## src/include/aod_pkg.sv

```systemverilog
// Package of constants and mode codes for the output demultiplexer block.
package aod_pkg;

  // ----------------------------------------------------------------
  // Widths and codes
  // ----------------------------------------------------------------
  localparam int unsigned SAMPLE_W = 8;
  localparam logic [7:0] CODE_ZERO_SCALE = 8'h00;
  localparam logic [7:0] CODE_FULL_SCALE = 8'hFF;
  localparam logic [7:0] CODE_MID_LOW    = 8'h7F;
  localparam logic [7:0] CODE_MID_HIGH   = 8'h80;
  localparam logic [7:0] RST_WORD        = 8'h00;

  // ----------------------------------------------------------------
  // Timing
  // ----------------------------------------------------------------
  localparam int unsigned SYS_CLK_MHZ       = 250;
  localparam int unsigned MAX_SINGLE_MSPS   = 750;
  localparam int unsigned FIFO_DEPTH        = 16;
  localparam int unsigned SYNC_STAGES       = 3;

  // ----------------------------------------------------------------
  // Output modes, one-hot
  // ----------------------------------------------------------------
  typedef enum logic [2:0] {
    SINGLE_RATE_MODE = 3'b001,
    DUAL_PORT_MODE   = 3'b010,
    DECIMATING_MODE  = 3'b100
  } aod_mode_t;

  // Phase of the output sequencer, one-hot.
  typedef enum logic [1:0] {
    PH_FIRST  = 2'b01,
    PH_SECOND = 2'b10
  } aod_phase_t;

endpackage : aod_pkg

```

## src/hw/aod_fifo.sv

```systemverilog
// Parameterised valid/ready FIFO used in the sample path.
`timescale 1ns/1ps
`default_nettype none
module aod_fifo #(
  parameter int unsigned WIDTH = 9,
  parameter int unsigned DEPTH = 16
) (
  // Clock and reset
  input  wire logic             sys_clk,
  input  wire logic             srst,
  // Fill side
  input  wire logic             in_valid,
  output logic                  in_ready,
  input  wire logic [WIDTH-1:0] in_data,
  // Drain side
  output logic                  out_valid,
  input  wire logic             out_ready,
  output logic [WIDTH-1:0]      out_data
);
  localparam int unsigned AW = $clog2(DEPTH);

  logic [WIDTH-1:0] mem [DEPTH];
  logic [AW:0]      wr_q;
  logic [AW:0]      rd_q;
  logic             push;
  logic             pop;

  // Full when pointers differ only in the wrap bit, empty when equal.
  assign in_ready  = !((wr_q[AW] != rd_q[AW]) && (wr_q[AW-1:0] == rd_q[AW-1:0]));
  assign out_valid = (wr_q != rd_q);
  assign out_data  = mem[rd_q[AW-1:0]];
  assign push      = in_valid && in_ready;
  assign pop       = out_valid && out_ready;

  // Storage is written only on an accepted word.
  always_ff @(posedge sys_clk) begin
    if (push) begin
      mem[wr_q[AW-1:0]] <= in_data;
    end
  end

  // Write pointer.
  always_ff @(posedge sys_clk) begin
    if (srst) begin
      wr_q <= '0;
    end else if (push) begin
      wr_q <= wr_q + 1'b1;
    end
  end

  // Read pointer.
  always_ff @(posedge sys_clk) begin
    if (srst) begin
      rd_q <= '0;
    end else if (pop) begin
      rd_q <= rd_q + 1'b1;
    end
  end
endmodule : aod_fifo
`default_nettype wire

```

## src/hw/aod_top.sv

```systemverilog
// Output formatter: mode straps, port demultiplexer, data-ready clock and overrange flag.
`timescale 1ns/1ps
`default_nettype none
module aod_top #(
  parameter int unsigned SAMPLE_W   = aod_pkg::SAMPLE_W,
  parameter int unsigned FIFO_DEPTH = aod_pkg::FIFO_DEPTH
) (
  // System clock and reset
  input  wire logic                sys_clk,
  input  wire logic                srst,
  // Sampling clock from the far side, sampled as a plain input
  input  wire logic                sample_clk,
  // Quantiser result for the sample taken on each rising sample-clock edge
  input  wire logic [SAMPLE_W-1:0] quant_code,
  input  wire logic                quant_over,
  // Mode straps
  input  wire logic                split_enable_strap,
  input  wire logic                rate_select_strap,
  input  wire logic                aux_power_strap_a,
  input  wire logic                aux_power_strap_b,
  // Primary port, true and complementary
  output logic [SAMPLE_W-1:0]      primary_port_bits,
  output logic [SAMPLE_W-1:0]      primary_port_bits_n,
  // Auxiliary port, true and complementary
  output logic [SAMPLE_W-1:0]      auxiliary_port_bits,
  output logic [SAMPLE_W-1:0]      auxiliary_port_bits_n,
  // Data-ready clock and overrange flag
  output logic                     data_ready_clock_true,
  output logic                     data_ready_clock_comp,
  output logic                     overrange_true,
  output logic                     overrange_comp,
  // Status
  output logic [2:0]               mode_out,
  output logic                     sample_dropped
);
  localparam int unsigned WORD_W = SAMPLE_W + 1;

  // ----------------------------------------------------------------
  // Input synchronisers
  // ----------------------------------------------------------------
  localparam int unsigned PIN_N = 5;

  logic [PIN_N-1:0]      pin_raw;
  wire logic [PIN_N-1:0] pin_level;
  logic                  clk_level_q;
  logic                  split_q;
  logic                  rate_q;
  logic                  aux_off_q;

  // The sample clock and the four straps, gathered so that one loop
  // builds all of their synchronisers.
  assign pin_raw = {aux_power_strap_b, aux_power_strap_a, rate_select_strap, split_enable_strap, sample_clk};

  // Three synchroniser flops and a level flop per pin; the first is read only by the second. A level is
  // accepted only once the second and third stages agree, which keeps a
  // metastable first stage from ever reaching the logic behind.
  for (genvar gi = 0; gi < PIN_N; gi++) begin : g_pin_sync
    logic [aod_pkg::SYNC_STAGES-1:0] sync_q;
    logic                            level_q;

    always_ff @(posedge sys_clk) begin
      if (srst) begin
        sync_q  <= '0;
        level_q <= 1'b0;
      end else begin
        sync_q <= {sync_q[aod_pkg::SYNC_STAGES-2:0], pin_raw[gi]};
        if (sync_q[aod_pkg::SYNC_STAGES-2] == sync_q[aod_pkg::SYNC_STAGES-1]) begin
          level_q <= sync_q[aod_pkg::SYNC_STAGES-1];
        end
      end
    end

    assign pin_level[gi] = level_q;
  end

  // Named views of the filtered levels, in the order gathered above.
  assign clk_level_q = pin_level[0];
  assign split_q     = pin_level[1];
  assign rate_q      = pin_level[2];

  // The auxiliary drivers go off only while both power straps sit low.
  always_ff @(posedge sys_clk) begin
    if (srst) begin
      aux_off_q <= 1'b0;
    end else begin
      aux_off_q <= !pin_level[3] && !pin_level[4];
    end
  end

  // ----------------------------------------------------------------
  // Sample capture into the FIFO
  // ----------------------------------------------------------------
  logic                clk_level_d1_q;
  logic                rise;
  logic [SAMPLE_W-1:0] code_q;
  logic                over_q;
  logic                cap_valid_q;
  logic                fifo_in_ready;
  logic                fifo_out_valid;
  logic                fifo_out_ready;
  logic [WORD_W-1:0]   fifo_out_data;

  assign rise = clk_level_q && !clk_level_d1_q;

  // The code bus is stable around the sampling edge, so it is captured on
  // the detected rise; an overranged sample is forced to all ones.
  always_ff @(posedge sys_clk) begin
    if (srst) begin
      clk_level_d1_q <= 1'b0;
      code_q         <= aod_pkg::RST_WORD;
      over_q         <= 1'b0;
      cap_valid_q    <= 1'b0;
    end else begin
      clk_level_d1_q <= clk_level_q;
      cap_valid_q    <= rise;
      if (rise) begin
        code_q <= quant_over ? aod_pkg::CODE_FULL_SCALE : quant_code;
        over_q <= quant_over;
      end
    end
  end

  // Only a word refused by a full FIFO is reported. The sample clock is the far side's to keep
  // within the single-rate limit; one that outruns the synchroniser loses
  // rises without any report here.
  always_ff @(posedge sys_clk) begin
    if (srst) begin
      sample_dropped <= 1'b0;
    end else begin
      sample_dropped <= cap_valid_q && !fifo_in_ready;
    end
  end

  aod_fifo #(
    .WIDTH (WORD_W),
    .DEPTH (FIFO_DEPTH)
  ) u_fifo (
    .sys_clk   (sys_clk),
    .srst      (srst),
    .in_valid  (cap_valid_q),
    .in_ready  (fifo_in_ready),
    .in_data   ({over_q, code_q}),
    .out_valid (fifo_out_valid),
    .out_ready (fifo_out_ready),
    .out_data  (fifo_out_data)
  );

  // ----------------------------------------------------------------
  // Mode decode
  // ----------------------------------------------------------------
  aod_pkg::aod_mode_t mode_q;

  always_ff @(posedge sys_clk) begin
    if (srst) begin
      mode_q <= aod_pkg::SINGLE_RATE_MODE;
    end else if (!split_q) begin
      mode_q <= aod_pkg::SINGLE_RATE_MODE;
    end else if (!rate_q) begin
      mode_q <= aod_pkg::DUAL_PORT_MODE;
    end else begin
      mode_q <= aod_pkg::DECIMATING_MODE;
    end
  end

  // ----------------------------------------------------------------
  // Output sequencer
  // ----------------------------------------------------------------
  aod_pkg::aod_phase_t phase_q;
  logic                keep_q;     // Decimation keep/drop toggle.
  logic [WORD_W-1:0]   older_q;    // First sample of a pair.
  logic [WORD_W-1:0]   prev_q;     // Last primary word, for the lagged copy.
  logic [SAMPLE_W-1:0] prim_q;
  logic [SAMPLE_W-1:0] aux_q;
  logic                or_q;
  logic                drdy_q;
  logic                is_single;  // Single-rate mode selected.
  logic                use_word;   // FIFO word taken and not decimated away.
  logic                emit_word;  // A new output word is complete.

  // The sequencer drains one word per cycle; the FIFO absorbs link jitter.
  assign fifo_out_ready = 1'b1;

  // Latency from a detected sample-clock rise: the word is captured, written
  // into the FIFO on the next edge, taken by the sequencer on the edge after
  // that and shown by the output registers one edge later, together with the
  // data-ready rise. In the split modes only the second sample of a pair
  // makes a word, so the older sample waits a whole sample period in the
  // sequencer in dual-port mode and two sample periods in decimating mode.
  assign is_single = (mode_q == aod_pkg::SINGLE_RATE_MODE);
  assign use_word  = fifo_out_valid && ((mode_q != aod_pkg::DECIMATING_MODE) || keep_q);
  assign emit_word = use_word && (is_single || (phase_q == aod_pkg::PH_SECOND));

  // Keep/drop toggle; it only runs in decimating mode and dual-port mode sets it, so a
  // switch from dual-port keeps its first sample, while single-rate holds the toggle.
  always_ff @(posedge sys_clk) begin
    if (srst) begin
      keep_q <= 1'b1;
    end else if (fifo_out_valid && !is_single) begin
      keep_q <= (mode_q == aod_pkg::DECIMATING_MODE) ? !keep_q : 1'b1;
    end
  end

  // Pair phase; single-rate holds it at the first slot.
  always_ff @(posedge sys_clk) begin
    if (srst) begin
      phase_q <= aod_pkg::PH_FIRST;
    end else if (fifo_out_valid && is_single) begin
      phase_q <= aod_pkg::PH_FIRST;
    end else if (use_word) begin
      case (phase_q)
        aod_pkg::PH_FIRST: begin
          phase_q <= aod_pkg::PH_SECOND;
        end
        default: begin
          phase_q <= aod_pkg::PH_FIRST;
        end
      endcase
    end
  end

  // The older sample of a pair waits here for its partner.
  always_ff @(posedge sys_clk) begin
    if (srst) begin
      older_q <= '0;
    end else if (use_word && !is_single && (phase_q == aod_pkg::PH_FIRST)) begin
      older_q <= fifo_out_data;
    end
  end

  // The last single-rate word, which the auxiliary port repeats one sample late.
  always_ff @(posedge sys_clk) begin
    if (srst) begin
      prev_q <= '0;
    end else if (use_word && is_single) begin
      prev_q <= fifo_out_data;
    end
  end

  // Port words and flag change together, so they always describe one word.
  always_ff @(posedge sys_clk) begin
    if (srst) begin
      prim_q <= aod_pkg::RST_WORD;
      aux_q  <= aod_pkg::RST_WORD;
      or_q   <= 1'b0;
    end else if (emit_word && is_single) begin
      prim_q <= fifo_out_data[SAMPLE_W-1:0];
      aux_q  <= prev_q[SAMPLE_W-1:0];
      or_q   <= fifo_out_data[SAMPLE_W];
    end else if (emit_word) begin
      aux_q  <= older_q[SAMPLE_W-1:0];
      prim_q <= fifo_out_data[SAMPLE_W-1:0];
      or_q   <= older_q[SAMPLE_W] || fifo_out_data[SAMPLE_W];
    end
  end

  // One data-ready strobe per word shown.
  always_ff @(posedge sys_clk) begin
    if (srst) begin
      drdy_q <= 1'b0;
    end else begin
      drdy_q <= emit_word;
    end
  end

  // ----------------------------------------------------------------
  // Output registers
  // ----------------------------------------------------------------
  // Words, flag and data-ready all launch on one clock edge, so the new
  // words arrive with the data-ready rise. The far side latches on that
  // rise and the words then stand until the next one.

  // Primary port, true and complementary.
  always_ff @(posedge sys_clk) begin
    if (srst) begin
      primary_port_bits   <= aod_pkg::RST_WORD;
      primary_port_bits_n <= ~aod_pkg::RST_WORD;
    end else begin
      primary_port_bits   <= prim_q;
      primary_port_bits_n <= ~prim_q;
    end
  end

  // Auxiliary port; with its drivers powered down both lines rest high.
  always_ff @(posedge sys_clk) begin
    if (srst) begin
      auxiliary_port_bits   <= aod_pkg::RST_WORD;
      auxiliary_port_bits_n <= ~aod_pkg::RST_WORD;
    end else if (aux_off_q) begin
      auxiliary_port_bits   <= {SAMPLE_W{1'b1}};
      auxiliary_port_bits_n <= {SAMPLE_W{1'b1}};
    end else begin
      auxiliary_port_bits   <= aux_q;
      auxiliary_port_bits_n <= ~aux_q;
    end
  end

  // Shared overrange flag, launched with the words it describes.
  always_ff @(posedge sys_clk) begin
    if (srst) begin
      overrange_true <= 1'b0;
      overrange_comp <= 1'b1;
    end else begin
      overrange_true <= or_q;
      overrange_comp <= !or_q;
    end
  end

  // Data-ready clock, high for one system-clock cycle per word.
  always_ff @(posedge sys_clk) begin
    if (srst) begin
      data_ready_clock_true <= 1'b0;
      data_ready_clock_comp <= 1'b1;
    end else begin
      data_ready_clock_true <= drdy_q;
      data_ready_clock_comp <= !drdy_q;
    end
  end

  // Mode report for the far side.
  always_ff @(posedge sys_clk) begin
    if (srst) begin
      mode_out <= aod_pkg::SINGLE_RATE_MODE;
    end else begin
      mode_out <= mode_q;
    end
  end
endmodule : aod_top
`default_nettype wire

```

## config.mk

```make
export PLATFORM = sky130hd
export DESIGN_NAME = aod_top
export DESIGN_NICKNAME = d
export VERILOG_FILES = /design/src/include/aod_pkg.sv /design/src/hw/aod_fifo.sv /design/src/hw/aod_top.sv
export SDC_FILE = /design/constraint.sdc
export NUM_CORES = 1
export LEC_CHECK = 0
export ABC_AREA = 0
export BUFFER_PORTS_ARGS = -buffer_cell sky130_fd_sc_hd__buf_2
export CELL_PAD_IN_SITES_DETAIL_PLACEMENT = 1
export CELL_PAD_IN_SITES_GLOBAL_PLACEMENT = 1
export CORE_ASPECT_RATIO = 2
export CORE_UTILIZATION = 54
export DETAILED_ROUTE_END_ITERATION = 12
export MAX_ROUTING_LAYER = met4
export PLACE_DENSITY = 0.8
export SLEW_MARGIN = 0
export SYNTH_ARGS = -nofsm -noshare
export SYNTH_HDL_FRONTEND = slang
export SYNTH_SLANG_ARGS = --single-unit
export TNS_END_PERCENT = 10
```

## constraint.sdc

```tcl
create_clock -name sys_clk -period 4.21 [get_ports sys_clk]
set_input_delay 1.263 -clock sys_clk [delete_from_list [all_inputs] [get_ports sys_clk]]
set_output_delay 1.263 -clock sys_clk [all_outputs]
set_load 0.02 [all_outputs]
```

; Yosys cells after proc, flatten, opt, wreduce, memory -nomap -nowiden
; Memory sizes are Yosys's and may differ from the RTL's. A register that Yosys moved wholly into a read port is not among the register bits.
; Cells that the tools add are included.
[totals]
regBits = 123
ram_bits = 144
input_bits = 16
out_inout_bits = 40
wordCells = 98
mem_count = 1
[op_classes]
addsub = 2
n_eq_ne = 13
n_mux = 15
bitwise = 3
reduce_logical = 28
[mem_list]
columns = name, depth, word_bits, rd, rd_clocked_by_memory_dff, wr, line_no
row1 = u_fifo.mem, 16, 9, 1, 1, 1, aod_fifo.sv:22  ; logic [WIDTH-1:0] mem [DEPTH];
[op_table]
columns = operator, n
row1 = two-way mux 8 bit, 6
row2 = NOT 8 bit, 2
row3 = logical AND 1 bit, 13
row4 = adder 5 x 1 -> 5 bit (second input constant), 2
row5 = zero test 1 bit, 8
row6 = two-way mux 4 bit, 2
row7 = OR reduction 2 bit, 3
row8 = equality test 1 bit, 5
row9 = two-way mux 1 bit, 5
row10 = inequality test 5 bit, 1
row11 = equality test 4 bit, 1
row12 = equality test 3 x 1 -> 1 bit (second input constant), 1
row13 = equality test 3 bit (second input constant), 1
row14 = logical OR 1 bit, 3
row15 = two-way mux 3 bit, 1
row16 = inequality test 3 bit (second input constant), 1
row17 = equality test 2 x 1 -> 1 bit (second input constant), 1
row18 = equality test 2 bit (second input constant), 1
row19 = two-way mux 2 bit, 1
row20 = nonzero test 2 bit, 1
row21 = inequality test 1 bit, 1
row22 = NOT 1 bit, 1

; Depth between registers and ports, before layout
[depth]
ltp_word = 6
ltp_mapped = 8
ltp_nobuf = 5

; Hierarchy
; Synthesis repeated with hierarchy kept, for this count alone.
[hier_totals]
cells_unflattened = 667
hier_area_um2 = 10077.2
[by_module_without_submodules]
columns = mod, n_inst, cells_each, area_each_um2, seq_area_each_um2
row1 = aod_fifo, 1, 306, 6443.7, 4604.4
row2 = aod_top, 1, 361, 3633.5, 2262.2

; Worst setup path after synthesis
; OpenSTA, ideal clock, no wires.
[synth_path]
path_type = input to register
from = in srst
to = reg (tool-made name)
setup_time_ns = 0.132
arrival_ns = 2.173
required_ns = 4.078
slack_ns = 1.905
path_stages = 4
path_buffers = 3
path_cell_list = clkbuf_1 > clkbuf_1 > clkbuf_1 > nor2_1
[synth_rtl]
columns = item, line_no
row1 = "start, declared", aod_top.sv:10  ; input wire logic srst,

; Worst setup path in the final report
[layout_path]
from = reg u_fifo.wr_q[2]
to = mem u_fifo.mem[12][5] (enable)
[layout_between]
elab_chain_len = 6
[layout_rtl]
columns = item, line_no
row1 = "start, declared", aod_fifo.sv:23  ; logic [AW:0] wr_q;
row2 = "start signal, assigned", aod_fifo.sv:47  ; wr_q <= wr_q + 1'b1;
row3 = equality test 4 bit, aod_fifo.sv:29  ; assign in_ready = !((wr_q[AW] != rd_q[AW]) && (wr_q[AW-1:0] == rd_q[AW-1:0]));
row4 = logical AND 1 bit, aod_fifo.sv:29
row5 = zero test 1 bit, aod_fifo.sv:29
row6 = logical AND 1 bit, aod_fifo.sv:32  ; assign push = in_valid && in_ready;
row7 = two-way mux 1 bit, aod_fifo.sv:37  ; if (push) begin
row8 = two-way mux 1 bit (not written as such), aod_fifo.sv:38  ; mem[wr_q[AW-1:0]] <= in_data;
row9 = "end, declared", aod_fifo.sv:22
; Parallel ways exist; a longest one is shown, timed or not.

==> impl_metrics.tcl <==
set metrics [dict create \
    hpwlAfterDp_um 15000 \
    fin_tns_setup_ns 0 \
    ctsHtreeMaxLevel 1 \
    place_ws_ns 1.41 \
    grt-ovfl-total 0 \
    drtIter0Drc 261 \
    synth_area_um2 9670 \
    skew_ns 0.0107 \
    port_buffers 55 \
    ctsHoldBuffers 0 \
    clkSlewWorstSetupHoldPaths_ns 0.07 \
    wl_per_cell_um 23.1 \
    clockBufferDepth 3 \
    relSlewSlack 0.348 \
    async_flop_share 0 \
    worstPathMaxFanout 16 \
    grt_pass1_wl_um 33200 \
    crit_type "flop to flop" \
    fill_cells 1609 \
    synth-edff-count 144 \
    wl_um 21400 \
    arrival_ns 2.66 \
    holdPathStages 1 \
    hold_class "flop to flop" \
    synth.distinct_cells 45 \
    slew_violations 0 \
    status "completed" \
    end_kind "flop" \
    avgSynthCellArea_um2 15.0 \
    routabilityCongestion 0.802 \
    die_area_um2 18500 \
    core_area_um2 17400 \
    clk_latency_ns 0.52 \
    hold_viol 0 \
    drtPass1Iterations 4 \
    postCtsSetupBuffers 0 \
    min_period_over_period 0.596 \
    drcViolationCount 0 \
    ios 56 \
    drtAntennaViolNets 0 \
    seq_area_frac_synth 0.710 \
    synth_area_leaders "edfxtp_1 (45%), dfxtp_1 (26%), mux4_2 (8.4%)" \
    initial_core_util 0.557 \
    vias 5377 \
    rr_worst_depth 4 \
    worst_pin_slew_ns 0.976 \
    critPathRequiredTime_ns 4.36 \
    ctsResizeCount 0 \
    synth_nets 667 \
    fin_crit_ns 2.51 \
    yosysWarnings 0 \
    clock-sinks 271 \
    cp-start-kind "flop" \
    via_per_inst 5.81 \
    antenna_found_initial 0 \
    cp_slowest_stage_delay_ns 0.69 \
    rsz0062_at_grt "false" \
    numCtsBuffers 23 \
    cts_tree "done" \
    synth_cells 646 \
    crit_path_top_delay_cell "and3_1" \
    cp_num_cells 4 \
    die_width_um 96.6 \
    track_usage 0.244 \
    vdd_drop_max_mv 0.371 \
    yosysTopAreaCell "edfxtp_1" \
    path_cells "xnor2_1 -> and4_4 -> a21boi_2 -> and3_1" \
    synth_top_area_share 0.447 \
    rows 68 \
    p_per_area_nw_per_um2 530 \
    rrSetupSlack_ns 1.70 \
    crit_family "simple AND/OR/NAND/NOR gates" \
    setup_violations 0 \
    synth-seq-cells 271 \
    nets 720 \
    drive_gt1_frac 0.201 \
    synth_ff_type "edfxtp_1" \
    syn_to_final_growth_pct 12.9 \
    cap_violations 0 \
    first_global_vias 5921 \
    antenna_cells 0 \
    p_leak_nw 4.01 \
    fp.dieH_um 191 \
    grt_start_max_net_pins 48 \
    crit_buf_inv 0 \
    timing.final.ws_setup_ns 1.70 \
    max_freq_mhz 399 \
    clockRootBuffer "clkbuf_16" \
]
==> power by group <==
group	switching [mW]	internal, mW
logic	0.346	0.251
clock network	0.934	1.34
registers	0.0555	2.86
==> cell type report <==
class	instances	area, um^2	area share
Sequential cell	271	6870	0.629
Timing Repair Buffer	61	333	0.0305
Tap cell	210	263	0.0241
Clock inverter	12	153	0.0140
Multi-Input combinational cell	328	2580	0.236
Inverter	14	52.6	0.00481
Clock buffer	30	673	0.0616
==> cells in the mapped netlist (all sizes together), types with 5 or more instances <==
library cell and number:
edfxtp 144, dfxtp 127, nor2 59, nand2 43, mux4 36, nor2b 28, a21oi 19, a22oi 18
a211oi 17, a22o 17, buf 17, clkbuf 16, and3 14, inv 14, nand2b 12, mux2i 10
o21ai 9, xnor2 9, ha 5, nor3 5
==> cells by family after synthesis <==
logic type      after synthesis  synth area share
mux                          47            0.0953
flops                       271             0.710
simple gates                173            0.0860
xor+xnor                     13            0.0118
fa+ha+maj                     5           0.00647
compound gates               90            0.0665
buf+inv                      47            0.0239
==> worst paths after layout <==
kind                  start                     end
max          u_fifo.wr_q[2]       u_fifo.mem[12][5]
min               prim_q[2]  primary_port_bits_n[2]
max reg2reg  u_fifo.wr_q[2]       u_fifo.mem[12][5]
min reg2reg       prim_q[2]  primary_port_bits_n[2]
==> metrics by stage <==
step                utilization  hold WS [ns]  area (um^2)  total power, mW  cells
CTS                       0.629         0.405        10900             5.84    926
floorplan                     -         0.371         9670             3.43    646
global placement          0.582         0.383        10100             3.55    884
global route              0.629         0.426        10900             5.98    926
detailed placement        0.582         0.389        10100             3.58    884
finish                    0.629         0.403        10900             5.79    926
==> metal layers <==
| metal | routed length, um | vias to the layer above | track usage |
|---|---|---|---|
| li1 | - | 2480 | - |
| met1 | 7380 | 2712 | 0.242 |
| met2 | 12400 | 120 | 0.469 |
| met3 | 626 | 65 | 0.0267 |
| met4 | 977 | 0 | 0.113 |
| met5 | 0 | - | - |
==> state kept, by name, summed over array words and instances (netlist names), 8 cells and up, named ones only <==
name and count:
g_pin_sync.sync_q 15, primary_port_bits_n 8, auxiliary_port_bits 8, prev_q 8
older_q 9, u_fifo.mem 144, aux_q 8, prim_q 8
primary_port_bits 8, auxiliary_port_bits_n 8, code_q 8
==> cell usage in the layout, fill, tap and decap left out, types with 18 or more instances in the layout <==
cell         n
a21oi_1     19
a22oi_1     18
buf_2       55
clkbuf_16   24
dfxtp_1    126
edfxtp_1   144
mux4_2      36
nand2_1     42
nor2_1      59
nor2b_1     28
No activity file was read; power rests on OpenSTA's default activity.
